--- config.mk ---
export PLATFORM = sky130hd
export DESIGN_NAME = urx_recv_status
export DESIGN_NICKNAME = d
export VERILOG_FILES = /design/src/urx_pkg.sv /design/src/urx_recv_status.sv /design/src/urx_rx_shift.sv
export SDC_FILE = /design/constraint.sdc
export NUM_CORES = 1
export LEC_CHECK = 0
export ABC_AREA = 1
export BUFFER_PORTS_ARGS = -buffer_cell sky130_fd_sc_hd__buf_2
export CAP_MARGIN = 10
export CORE_ASPECT_RATIO = 0.75
export CORE_MARGIN = 4
export CORE_UTILIZATION = 50
export CTS_CLUSTER_DIAMETER = 200
export DETAILED_ROUTE_END_ITERATION = 8
export PLACE_DENSITY = 0.8
export RECOVER_POWER = 25
export SYNTH_ARGS = -nofsm -noshare
export SYNTH_HDL_FRONTEND = slang
export SYNTH_SLANG_ARGS = --single-unit
--- constraint.sdc ---
create_clock -name core_clk_i -period 5.5 [get_ports core_clk_i]
set_input_delay 1.1 -clock core_clk_i [delete_from_list [all_inputs] [get_ports core_clk_i]]
set_output_delay 1.1 -clock core_clk_i [all_outputs]
set_load 0.02 [all_outputs]
--- src/urx_pkg.sv ---
`default_nettype none
package urx_pkg;
  // ----------------------------------------------------------------
  // Register map (byte offsets)
  // ----------------------------------------------------------------
  localparam logic [7:0] URX_CTRL_OFS = 8'h00;
  localparam logic [7:0] URX_STAT_OFS = 8'h04;
  localparam logic [7:0] URX_DATA_OFS = 8'h08;
  localparam logic [7:0] URX_ISTAT_OFS = 8'h0C;
  localparam logic [7:0] URX_IMASK_OFS = 8'h10;

  // ----------------------------------------------------------------
  // Field positions
  // ----------------------------------------------------------------
  localparam int URX_CTRL_SERIAL_PORT_ENABLE_BIT = 0;
  localparam int URX_CTRL_CONTINUOUS_RECEIVE_ENABLE_BIT = 1;
  localparam int URX_CTRL_RX9 = 2;
  localparam int URX_CTRL_ADDRESS_DETECT_ENABLE_BIT = 3;
  localparam int URX_STAT_FRAMING_ERROR_FLAG = 0;
  localparam int URX_STAT_OVERRUN_ERROR_FLAG = 1;
  localparam int URX_STAT_RECEIVED_NINTH_BIT = 2;
  localparam int URX_STAT_RECEIVE_INTERRUPT_FLAG = 3;
  localparam int URX_STAT_CNT = 4;
  localparam int URX_IRQ_RX = 0;
  localparam int URX_IRQ_OVR = 1;
  localparam int URX_IRQ_W = 2;

  // ----------------------------------------------------------------
  // Reset values and sizes
  // ----------------------------------------------------------------
  localparam logic [3:0] URX_CTRL_RST = 4'h0;
  localparam logic [1:0] URX_IMASK_RST = 2'h0;
  localparam int URX_FIFO_DEPTH = 2;

  // ----------------------------------------------------------------
  // Bit timing
  // ----------------------------------------------------------------
  localparam int URX_CLK_HZ = 125000000;
  localparam int URX_BAUD = 115200;
  localparam int URX_CLKS_PER_BIT = URX_CLK_HZ / URX_BAUD;

  // ----------------------------------------------------------------
  // Carriers
  // ----------------------------------------------------------------
  typedef struct packed {
    logic framing_error_flag;
    logic [8:0] data;
  } urx_char_t;

  typedef struct packed {
    logic address_detect_enable_bit;
    logic nine_bit_receive_select;
    logic continuous_receive_enable_bit;
    logic serial_port_enable_bit;
  } urx_ctrl_t;
endpackage
`default_nettype wire

--- src/urx_recv_status.sv ---
// Summary of operation
// RULE_01 - Each stored character keeps its own framing error bit from its stop bit.
// RULE_02 - Visible framing flag is read-only and shows only the oldest unread character.
// RULE_03 - Software reads the framing flag before reading received data.
// RULE_04 - Framing errors never stop reception and need no clearing.
// RULE_05 - Reading received data advances the FIFO and the visible flag.
// RULE_06 - Clearing the port enable resets the port and zeroes the framing flag.
// RULE_07 - Clearing continuous receive enable leaves the framing flag as it is.
// RULE_08 - A framing error alone raises no interrupt.
// RULE_09 - The receive FIFO holds up to two whole characters.
// RULE_10 - A third complete character with two unread sets the overrun flag.
// RULE_11 - During overrun, stored characters stay readable; new ones are refused.
// RULE_12 - Overrun clears only when receive enable or port enable is cleared.
// RULE_13 - In nine-bit mode each character shifts in nine data bits.
// RULE_14 - Ninth bit of the top character is shown; read it before data.
// RULE_15 - Address detect enable turns on address mode, only with nine-bit reception.
// RULE_16 - In address mode only characters with ninth bit one are stored.
// RULE_17 - Software drops address mode after a match and restores it after message.
// RULE_18 - Receive flag stays high while the FIFO holds an unread character.
//
// The address-and-strobe port and the address map are this design's own decisions.
`timescale 1ns/1ns
`default_nettype none
module urx_recv_status
  import urx_pkg::*;
#(
  parameter int DEPTH = URX_FIFO_DEPTH,
  parameter int CLKS_PER_BIT = URX_CLKS_PER_BIT
) (
  // Clock and reset
  input wire logic core_clk_i,
  input wire logic rst_n_i,
  // Register port
  input wire logic [7:0] addr_i,
  input wire logic [31:0] wdata_i,
  input wire logic wr_i,
  input wire logic rd_i,
  output logic [31:0] rdata_o,
  // Serial line
  input wire logic rx_i,
  // Interrupt
  output logic irq_o
);
  localparam int PW = (DEPTH > 1) ? $clog2(DEPTH) : 1;
  localparam int CNW = $clog2(DEPTH + 1);
  localparam logic [CNW-1:0] CNT_FULL = CNW'(DEPTH);
  localparam logic [PW-1:0] PTR_LAST = PW'(DEPTH - 1);

  if (DEPTH < 1 || DEPTH > 8) begin : g_bad_depth
    $error("DEPTH must be 1 to 8");
  end

  // ----------------------------------------------------------------
  // Register decode
  // ----------------------------------------------------------------
  function automatic logic hit(input logic [7:0] a, input logic [7:0] ofs);
    hit = (a == ofs);
  endfunction

  function automatic logic [PW-1:0] inc_ptr(input logic [PW-1:0] p);
    inc_ptr = (p == PTR_LAST) ? '0 : p + 1'b1;
  endfunction

  urx_ctrl_t ctrl;
  logic [URX_IRQ_W-1:0] imask;
  logic [URX_IRQ_W-1:0] istat;
  logic [URX_IRQ_W-1:0] next_istat;
  logic [URX_IRQ_W-1:0] irq_evt;
  logic overrun_error_flag;
  urx_char_t mem [DEPTH];
  logic [PW-1:0] wr_ptr;
  logic [PW-1:0] rd_ptr;
  logic [CNW-1:0] count;
  logic chr_valid;
  urx_char_t chr;
  logic rx_en;
  logic addr_mode;
  logic addr_ok;
  logic push_try;
  logic full;
  logic pop;
  logic push;
  logic ovr_evt;
  logic receive_interrupt_flag;
  logic framing_error_flag_vis;
  logic received_ninth_bit_vis;
  urx_char_t top;

  assign rx_en = ctrl.serial_port_enable_bit && ctrl.continuous_receive_enable_bit;
  assign top = mem[rd_ptr];
  assign full = (count == CNT_FULL);
  assign receive_interrupt_flag = (count != '0);

  // ----------------------------------------------------------------
  // Receive shifter
  // ----------------------------------------------------------------
  urx_rx_shift #(
    .CLKS_PER_BIT(CLKS_PER_BIT)
  ) u_shift (
    .core_clk_i(core_clk_i),
    .rst_n_i(rst_n_i),
    .en_i(rx_en),
    .nine_i(ctrl.nine_bit_receive_select),
    .rx_i(rx_i),
    .char_valid_o(chr_valid),
    .char_o(chr)
  );

  // ----------------------------------------------------------------
  // Acceptance into the FIFO
  // ----------------------------------------------------------------
  // RULE_15 address mode needs nine bits
  assign addr_mode = ctrl.address_detect_enable_bit && ctrl.nine_bit_receive_select;
  // RULE_16 discard non-address characters
  assign addr_ok = !addr_mode || chr.data[8];
  // RULE_04 framing error never blocks
  // RULE_11 refuse while overrun
  assign push_try = chr_valid && addr_ok && !overrun_error_flag;
  // RULE_05 data read pops
  assign pop = rd_i && hit(addr_i, URX_DATA_OFS) && receive_interrupt_flag;
  // RULE_09 two entries
  assign push = push_try && (!full || pop);
  // RULE_10 third character overruns
  assign ovr_evt = push_try && full && !pop;

  // ----------------------------------------------------------------
  // Control registers
  // ----------------------------------------------------------------
  always_ff @(posedge core_clk_i) begin
    if (!rst_n_i) begin
      ctrl <= URX_CTRL_RST;
    end else if (wr_i && hit(addr_i, URX_CTRL_OFS)) begin
      ctrl <= wdata_i[3:0];
    end
  end

  always_ff @(posedge core_clk_i) begin
    if (!rst_n_i) begin
      imask <= URX_IMASK_RST;
    end else if (wr_i && hit(addr_i, URX_IMASK_OFS)) begin
      imask <= wdata_i[URX_IRQ_W-1:0];
    end
  end

  // ----------------------------------------------------------------
  // Overrun flag
  // ----------------------------------------------------------------
  always_ff @(posedge core_clk_i) begin
    if (!rst_n_i) begin
      overrun_error_flag <= 1'b0;
    // RULE_12 cleared by enables only
    end else if (!rx_en) begin
      overrun_error_flag <= 1'b0;
    end else if (ovr_evt) begin
      overrun_error_flag <= 1'b1;
    end
  end

  // ----------------------------------------------------------------
  // Character FIFO
  // ----------------------------------------------------------------
  always_ff @(posedge core_clk_i) begin
    if (!rst_n_i) begin
      wr_ptr <= '0;
      rd_ptr <= '0;
      count <= '0;
    // RULE_07 receive enable clear keeps FIFO
    // RULE_06 port enable clear flushes
    end else if (!ctrl.serial_port_enable_bit) begin
      wr_ptr <= '0;
      rd_ptr <= '0;
      count <= '0;
    end else begin
      if (push) begin
        wr_ptr <= inc_ptr(wr_ptr);
      end
      if (pop) begin
        rd_ptr <= inc_ptr(rd_ptr);
      end
      if (push && !pop) begin
        count <= count + 1'b1;
      end else if (pop && !push) begin
        count <= count - 1'b1;
      end
    end
  end

  // RULE_01 framing bit stored per entry
  always_ff @(posedge core_clk_i) begin
    if (!rst_n_i) begin
      for (int i = 0; i < DEPTH; i++) begin
        mem[i] <= '0;
      end
    end else if (push) begin
      mem[wr_ptr] <= chr;
    end
  end

  // RULE_02 flag follows top entry
  assign framing_error_flag_vis = receive_interrupt_flag && top.framing_error_flag;
  // RULE_14 ninth bit of top entry
  assign received_ninth_bit_vis = receive_interrupt_flag && top.data[8];

  // ----------------------------------------------------------------
  // Interrupt status, write one to clear, set wins
  // ----------------------------------------------------------------
  // RULE_08 framing error not an event
  assign irq_evt = {ovr_evt, push};

  always_comb begin
    next_istat = istat;
    if (wr_i && hit(addr_i, URX_ISTAT_OFS)) begin
      next_istat = istat & ~wdata_i[URX_IRQ_W-1:0];
    end
    next_istat = next_istat | irq_evt;
  end

  always_ff @(posedge core_clk_i) begin
    if (!rst_n_i) begin
      istat <= '0;
      irq_o <= 1'b0;
    end else begin
      istat <= next_istat;
      irq_o <= |(next_istat & imask);
    end
  end

  // ----------------------------------------------------------------
  // Read data, one cycle after the strobe
  // ----------------------------------------------------------------
  always_ff @(posedge core_clk_i) begin
    if (!rst_n_i) begin
      rdata_o <= 32'h0000_0000;
    end else if (rd_i) begin
      rdata_o <= 32'h0000_0000;
      if (hit(addr_i, URX_CTRL_OFS)) begin
        rdata_o[3:0] <= ctrl;
      end else if (hit(addr_i, URX_STAT_OFS)) begin
        rdata_o[URX_STAT_FRAMING_ERROR_FLAG] <= framing_error_flag_vis;
        rdata_o[URX_STAT_OVERRUN_ERROR_FLAG] <= overrun_error_flag;
        rdata_o[URX_STAT_RECEIVED_NINTH_BIT] <= received_ninth_bit_vis;
        // RULE_18 receive flag from fill level
        rdata_o[URX_STAT_RECEIVE_INTERRUPT_FLAG] <= receive_interrupt_flag;
        rdata_o[URX_STAT_CNT +: CNW] <= count;
      end else if (hit(addr_i, URX_DATA_OFS)) begin
        rdata_o[7:0] <= receive_interrupt_flag ? top.data[7:0] : 8'h00;
      end else if (hit(addr_i, URX_ISTAT_OFS)) begin
        rdata_o[URX_IRQ_W-1:0] <= istat;
      end else if (hit(addr_i, URX_IMASK_OFS)) begin
        rdata_o[URX_IRQ_W-1:0] <= imask;
      end
    end
  end
endmodule // urx_recv_status
`default_nettype wire

--- src/urx_rx_shift.sv ---
`timescale 1ns/1ns
`default_nettype none
module urx_rx_shift
  import urx_pkg::*;
#(
  parameter int CLKS_PER_BIT = URX_CLKS_PER_BIT
) (
  // Clock and reset
  input wire logic core_clk_i,
  input wire logic rst_n_i,
  // Control
  input wire logic en_i,
  input wire logic nine_i,
  // Serial line
  input wire logic rx_i,
  // Received character
  output logic char_valid_o,
  output urx_char_t char_o
);
  localparam int CW = $clog2(CLKS_PER_BIT + 1);
  localparam logic [CW-1:0] FULL = CW'(CLKS_PER_BIT - 1);
  localparam logic [CW-1:0] HALF = CW'(CLKS_PER_BIT / 2);

  if (CLKS_PER_BIT < 4) begin : g_bad_rate
    $error("CLKS_PER_BIT must be at least 4");
  end

  typedef enum logic [1:0] {RS_IDLE, RS_START, RS_DATA, RS_STOP} urx_rs_t;

  urx_rs_t st;
  logic [CW-1:0] cnt;
  logic [3:0] idx;
  logic [8:0] shreg;
  logic tick;

  assign tick = (cnt == '0) && (st != RS_IDLE);

  // ----------------------------------------------------------------
  // Bit-rate divider, one-cycle tick at each sample point
  // ----------------------------------------------------------------
  always_ff @(posedge core_clk_i) begin
    if (!rst_n_i || !en_i || st == RS_IDLE) begin
      cnt <= HALF;
    end else if (tick) begin
      cnt <= FULL;
    end else begin
      cnt <= cnt - 1'b1;
    end
  end

  // ----------------------------------------------------------------
  // Frame sequencer
  // ----------------------------------------------------------------
  always_ff @(posedge core_clk_i) begin
    if (!rst_n_i || !en_i) begin
      st <= RS_IDLE;
      idx <= 4'h0;
      shreg <= 9'h000;
      char_valid_o <= 1'b0;
      char_o <= '0;
    end else begin
      char_valid_o <= 1'b0;
      unique case (st)
        RS_IDLE: begin
          if (!rx_i) begin
            st <= RS_START;
          end
        end
        RS_START: begin
          if (tick) begin
            idx <= 4'h0;
            st <= rx_i ? RS_IDLE : RS_DATA;
          end
        end
        // RULE_13 nine data bits
        RS_DATA: begin
          if (tick) begin
            shreg <= {rx_i, shreg[8:1]};
            idx <= idx + 1'b1;
            if (idx == (nine_i ? 4'h8 : 4'h7)) begin
              st <= RS_STOP;
            end
          end
        end
        // RULE_01 stop bit check
        RS_STOP: begin
          if (tick) begin
            char_o.framing_error_flag <= !rx_i;
            char_o.data <= nine_i ? shreg : {1'b0, shreg[8:1]};
            char_valid_o <= 1'b1;
            st <= RS_IDLE;
          end
        end
      endcase
    end
  end
endmodule // urx_rx_shift
`default_nettype wire

==> After elaboration in Yosys (flattened, before gate mapping) <==
Memory sizes are Yosys's and may differ from the RTL's. A register that Yosys moved wholly into a read port is not among the register bits.
Index checks and enable logic that the tools add are counted.
{ "classes": {"addsub": 6, "reduce_logical": 46, "n_eq_ne": 14, "mux": 37, "bitwise_logic": 5} }
{ "op_table": {"columns": ["cell", "count"], "rows": [
  ["$mux 2", 13],
  ["$mux 4", 5],
  ["$logic_and 1x1->1", 17],
  ["$eq 8x4->1 const B", 2],
  ["$mux 6", 2],
  ["$logic_not 11->1", 1],
  ["$mux 1", 11],
  ["$mux 11", 1],
  ["$sub 11x1->11 const B", 1],
  ["$mux 10", 1],
  ["$reduce_or 10->1", 1],
  ["$mux 9", 1],
  ["$eq 8x3->1 const B", 1],
  ["$eq 8x5->1 const B", 1],
  ["$logic_not 1->1", 8],
  ["$logic_not 8->1", 1],
  ["$mux 8", 1],
  ["$ne 2x1->1 const B", 4],
  ["$pmux 2 s4", 1],
  ["$pmux 4 s2", 1],
  ["$reduce_and 2->1", 4],
  ["$reduce_bool 2->1", 4],
  ["$eq 2x2->1 const B", 3],
  ["$reduce_or 2->1", 3],
  ["15 further kinds", 20]
]} }
{ "totals": {"ram_bits": 20, "wordCells": 129, "ff_bits": 59, "output_inout_bits": 33, "in_bits": 45, "memories": 1} }
{ "memory_table": {"columns": ["name", "words", "width", "rd", "rd_ports_with_merged_regs", "write_ports", "line", "source"], "rows": [
  ["mem", 2, 10, 1, 1, 2, "urx_recv_status.sv:70", "urx_char_t mem [DEPTH];"]
]} }

==> Depth between registers and ports, before layout <==
{ "depth": {"ltp_word": 11, "mapped_depth": 12, "mapped_depth_nobuf": 12} }

==> Modules after synthesis <==
From an unflattened synthesis, not the netlist that was laid out.
{ "unflattened": {"cells_unflattened": 529, "hier_area_um2": 4197.8} }
{ "modules_own_cells": {"columns": ["mod", "cells_each", "area_per_inst_um2", "n_inst", "seq_area_each_um2"], "rows": [
  ["urx_recv_status", 281, 2277.2, 1, 1061.0],
  ["urx_rx_shift", 248, 1920.6, 1, 740.7]
]} }

==> Worst setup path after synthesis <==
No wires, ideal clock.
{ "synth_path": {"path_type": "in2reg", "from": "input port addr_i[1]", "to": "memory mem[1][0] (netlist bit) (enable)", "cell_stages": 10, "n_path_buf": 1, "arrival_ps": 2305, "t_required_ps": 5160, "setup_ps": 340, "slack_ps": 2856, "cell_sequence": "nor2_2 > nand3_4 > nor2_8 > nand3_2 > nand2_2 > nand2_4 > nor2_4 > nand2_2 > buf_6 > nand2_1"} }
{ "synth_lines": {"columns": ["element", "line", "source"], "rows": [
  ["from (decl)", "urx_recv_status.sv:34", "input wire logic [7:0] addr_i,"],
  ["to (decl)", "urx_recv_status.sv:70", null]
]} }

==> Worst setup path in the final report <==
{ "layout_path": {"from": "input port rst_n_i", "to": "register u_shift.cnt[7]"} }
{ "layout_via": {"elab_chain_len": 4} }
{ "layout_lines": {"columns": ["element", "line", "source"], "rows": [
  ["from (decl)", "urx_recv_status.sv:32", "input wire logic rst_n_i,"],
  ["$logic_not 1->1", "urx_rx_shift.sv:42", "if (!rst_n_i || !en_i || st == RS_IDLE) begin"],
  ["$logic_or 1x1->1 (2 in a row)", "urx_rx_shift.sv:42", null],
  ["$reduce_or 2->1 (no line)", null, null],
  ["to (signal assigned)", "urx_rx_shift.sv:47", "cnt <= cnt - 1'b1;"],
  ["to (decl)", "urx_rx_shift.sv:31", "logic [CW-1:0] cnt;"]
]} }
No other way between the ends.
A chain may end at the register's enable or synchronous reset.

==> impl_metrics.py <==
metrics = {
    "sta": {
        "rsz0062_at_grt": "no",
        "hold_viol": 0,
        "finalSetupTns_ns": 0,
        "fin_crit_ns": 3.33,
        "setup_viol": 0,
        "finClkSkew_ns": 0.0101,
        "relSlewSlack_pct": 32.5,
        "clock.fmax_mhz": 300,
        "period_share_pct": 60.6,
        "slew_violations": 0,
        "worst_pin_slew_ns": 1.01,
    },
    "global_routing": {
        "overflow": 0,
        "globalRouteTotalUtil_pct": 17.8,
        "grt_antenna_before_repair": 0,
        "grt_pass1_vias": 2918,
        "grt_pass1_wl_mm": 13.6,
        "grt_max_degree": 23,
    },
    "worst_setup_path": {
        "critPathTopFamily": "buffers and inverters",
        "worstPathMaxFanout": 22,
        "start_kind": "input pin",
        "rrSetupSlack_ns": 2.92,
        "setup.worst_path.class": "input pin to register",
        "end_kind": "register",
        "crit_slowest_cell": "clkbuf_1",
        "r2r-start": "u_shift.st[0]$_SDFFE_PN0P_",
        "path_cells": "clkbuf_1, nand2_1, nor2_1, clkbuf_1, inv_1, nor2_2, nand2_1, a21oi_1, o21a_1",
        "path_buf_inv": 3,
        "r2r_end": "u_shift.char_o[8]$_SDFFE_PN0P_",
        "critPathMaxStageDelay_ns": 0.61,
        "worstPathRequired_ns": 5.80,
        "worstPathArrival_ns": 3.64,
        "r2r_cells": 10,
    },
    "yosys": {
        "ys_seq_elements": 80,
        "syn_inst": 510,
        "avgSynthCellArea_um2": 7.75,
        "synth_area_leaders": "dfxtp_1 30%, edfxtp_1 15%, nand2_1 8.1%",
        "ys_seq_area_share_pct": 45.6,
        "synth.distinct_cells": 35,
        "synth_area_um2": 3950,
        "synth_top_area_share_pct": 30.4,
        "yosys_warnings": 0,
        "synth_area_leader_cell": "dfxtp_1",
    },
    "power_and_ir_drop": {
        "p_int_w": 0.00101,
        "power_frac_clock_pct": 48.2,
        "swShare_pct": 20.1,
        "p_leak_nw": 1.66,
        "pwr-share-seq_pct": 48.3,
        "powerDensity_nw_per_um2": 295,
        "peakVddDrop_uv": 255,
        "p_comb_share_pct": 3.5,
        "p_sw_w": 0.000255,
    },
    "clocking": {
        "cts_setup_buffers": 0,
        "cts_tree": "done",
        "cts.clk_slew.worst_paths_ns": 0.08,
        "cts.sinks": 80,
        "cts-root-buf": "clkbuf_8",
        "clockBufferDepth": 2,
        "ctsResizeCount": 0,
        "hold_buffers": 0,
        "clk_latency_ns": 0.36,
        "htreeDepth": 3,
        "cts_buffers": 9,
    },
    "floorplanning": {
        "ioPinCount": 78,
        "die_x_um": 111,
        "rows": 27,
        "die_area_um2": 9410,
        "start_util_pct": 52.7,
        "core_region_area_um2": 7500,
        "die_y_um": 85,
    },
    "hold_path": {
        "hold_depth": 1,
        "hold_path.class": "register to register",
        "min_to": "u_shift.cnt[0]$_SDFF_PP0_",
        "hold_start": "u_shift.cnt[0]$_SDFF_PP0_",
    },
    "job": {
        "maxCapViolCount": 0,
    },
    "routing": {
        "dr.first_iter.drc_count": 230,
        "routedWlPerCell_um": 12.8,
        "drc": 0,
        "routed-via-count": 3235,
        "first_pass_iters": 5,
        "totalWireLength_mm": 8.20,
        "post_drt_via_cell_ratio": 5.05,
        "drtAntennaViolNets": 0,
    },
    "layout": {
        "antenna_cells": 0,
        "layout_commonest_cell": "nand2_1",
        "area.sequential_um2": 1800,
        "fillers": 701,
        "fin_cells": 641,
        "multi_input_area_um2": 1720,
        "area_growth_pct": 8.55,
        "drive_gt1_share_pct": 9.26,
        "nNetsFinal": 588,
        "final_cell_mix": "87 x nand2_1, 69 x nor2_1, 60 x dfxtp_1",
    },
    "placement": {
        "dp_hpwl_mm": 6.05,
        "gp_congestion": 0.856,
        "portBuffers": 25,
        "dp.cells": 625,
    },
    "run_status": {
        "status": "completed",
    },
}
==> cell type report <==
| type | count | area share, % |
|---|---|---|
| sequential | 80 | 42.0 |
| multi-input combinational | 354 | 40.0 |
| inverter | 64 | 5.60 |
| clock inverter | 7 | 3.91 |
| tap | 101 | 2.95 |
| clock buffer | 9 | 2.89 |
| timing repair buffer | 26 | 2.65 |
==> state kept, by name (all words and copies together) (netlist names), 4 cells and up, named ones only <==
name	flops
u_shift.char_o	10
rdata_o	8
u_shift.idx	4
u_shift.cnt	11
mem	20
u_shift.shreg	9
ctrl	4
==> worst max-delay path by stage <==
stage / start / end / slack, ns / depth (start not counted)
CTS: addr_i[1] / mem[1][5]$_SDFFCE_PN0P_ / 2.76 / 10
detailed placement: addr_i[1] / mem[1][3]$_SDFFCE_PN0P_ / 2.37 / 10
global placement: addr_i[1] / mem[1][7]$_SDFFCE_PN0P_ / 2.45 / 10
global route: rst_n_i / u_shift.cnt[7]$_SDFF_PP0_ / 1.92 / 9
finish: rst_n_i / u_shift.cnt[7]$_SDFF_PP0_ / 2.17 / 9
floorplan: addr_i[1] / mem[1][0]$_SDFFCE_PN0P_ / 2.86 / 10
==> worst register-to-register path, stage by stage, from the launching register on <==
cell and delay (ns):
dfxtp_1 0.43, inv_1 0.10, ha_1 0.28, inv_2 0.09, nand2_1 0.05, nor2_1 0.12, nand3_2 0.17, nor2_1 0.81
o21ai_0 0.23, o21ai_0 0.14, nor2_1 0.05
==> routing by layer <==
layer  vias up  global-route usage (%)  routed length (µm)
met5         -                       0                   0
met4         0                    4.59                  73
met3        10                    6.41                 646
met2       120                    27.0                3550
met1      1453                    24.1                3930
li1       1652                       -                   -
==> per-stage QoR <==
| step | hold slack, ns | power, W | util (%) | cell area (µm²) | setup slack, ns |
|---|---|---|---|---|---|
| after floorplan | 0.423 | 0.000670 | - | 4040 | 2.86 |
| after global placement | 0.447 | 0.000670 | 54.2 | 4060 | 2.45 |
| after detailed placement | 0.455 | 0.000672 | 54.2 | 4060 | 2.37 |
| after CTS | 0.467 | 0.00128 | 58.1 | 4360 | 2.76 |
| after global routing | 0.509 | 0.00131 | 57.2 | 4290 | 1.92 |
| final | 0.465 | 0.00127 | 57.2 | 4290 | 2.17 |
==> power groups by stage <==
stage | Sequential (W) | Clock, W | Combinational [W]
after global routing | 0.000613 | 0.000649 | 0.0000494
after floorplan | 0.000626 | 0 | 0.0000447
final | 0.000612 | 0.000611 | 0.0000449
after detailed placement | 0.000626 | 0 | 0.0000458
after global placement | 0.000625 | 0 | 0.0000453
after CTS | 0.000612 | 0.000621 | 0.0000462
==> synthesized netlist by cell type (all sizes together) <==
library cell,instances
nor2,83
nor3b,1
xnor2,1
edfxtp,20
clkinv,3
nand3,23
a31oi,6
inv,61
nor3,7
or2,2
nand4,6
xor2,7
ha,8
o211ai,1
buf,29
conb,1
dfxtp,60
nand2,89
a21o,1
o21a,1
o21ai,39
clkbuf,6
a21oi,55
==> cell families after synthesis <==
family | synth area share [%]
and+or+nand+nor | 24.6
AOI/OAI and AO/OA | 13.4
buffers and inverters | 12.0
DFF | 45.6
xor gates and xnor gates | 1.77
adders and majority gates | 2.53
other | 0.0949
No activity file was read; power rests on OpenSTA's default activity.
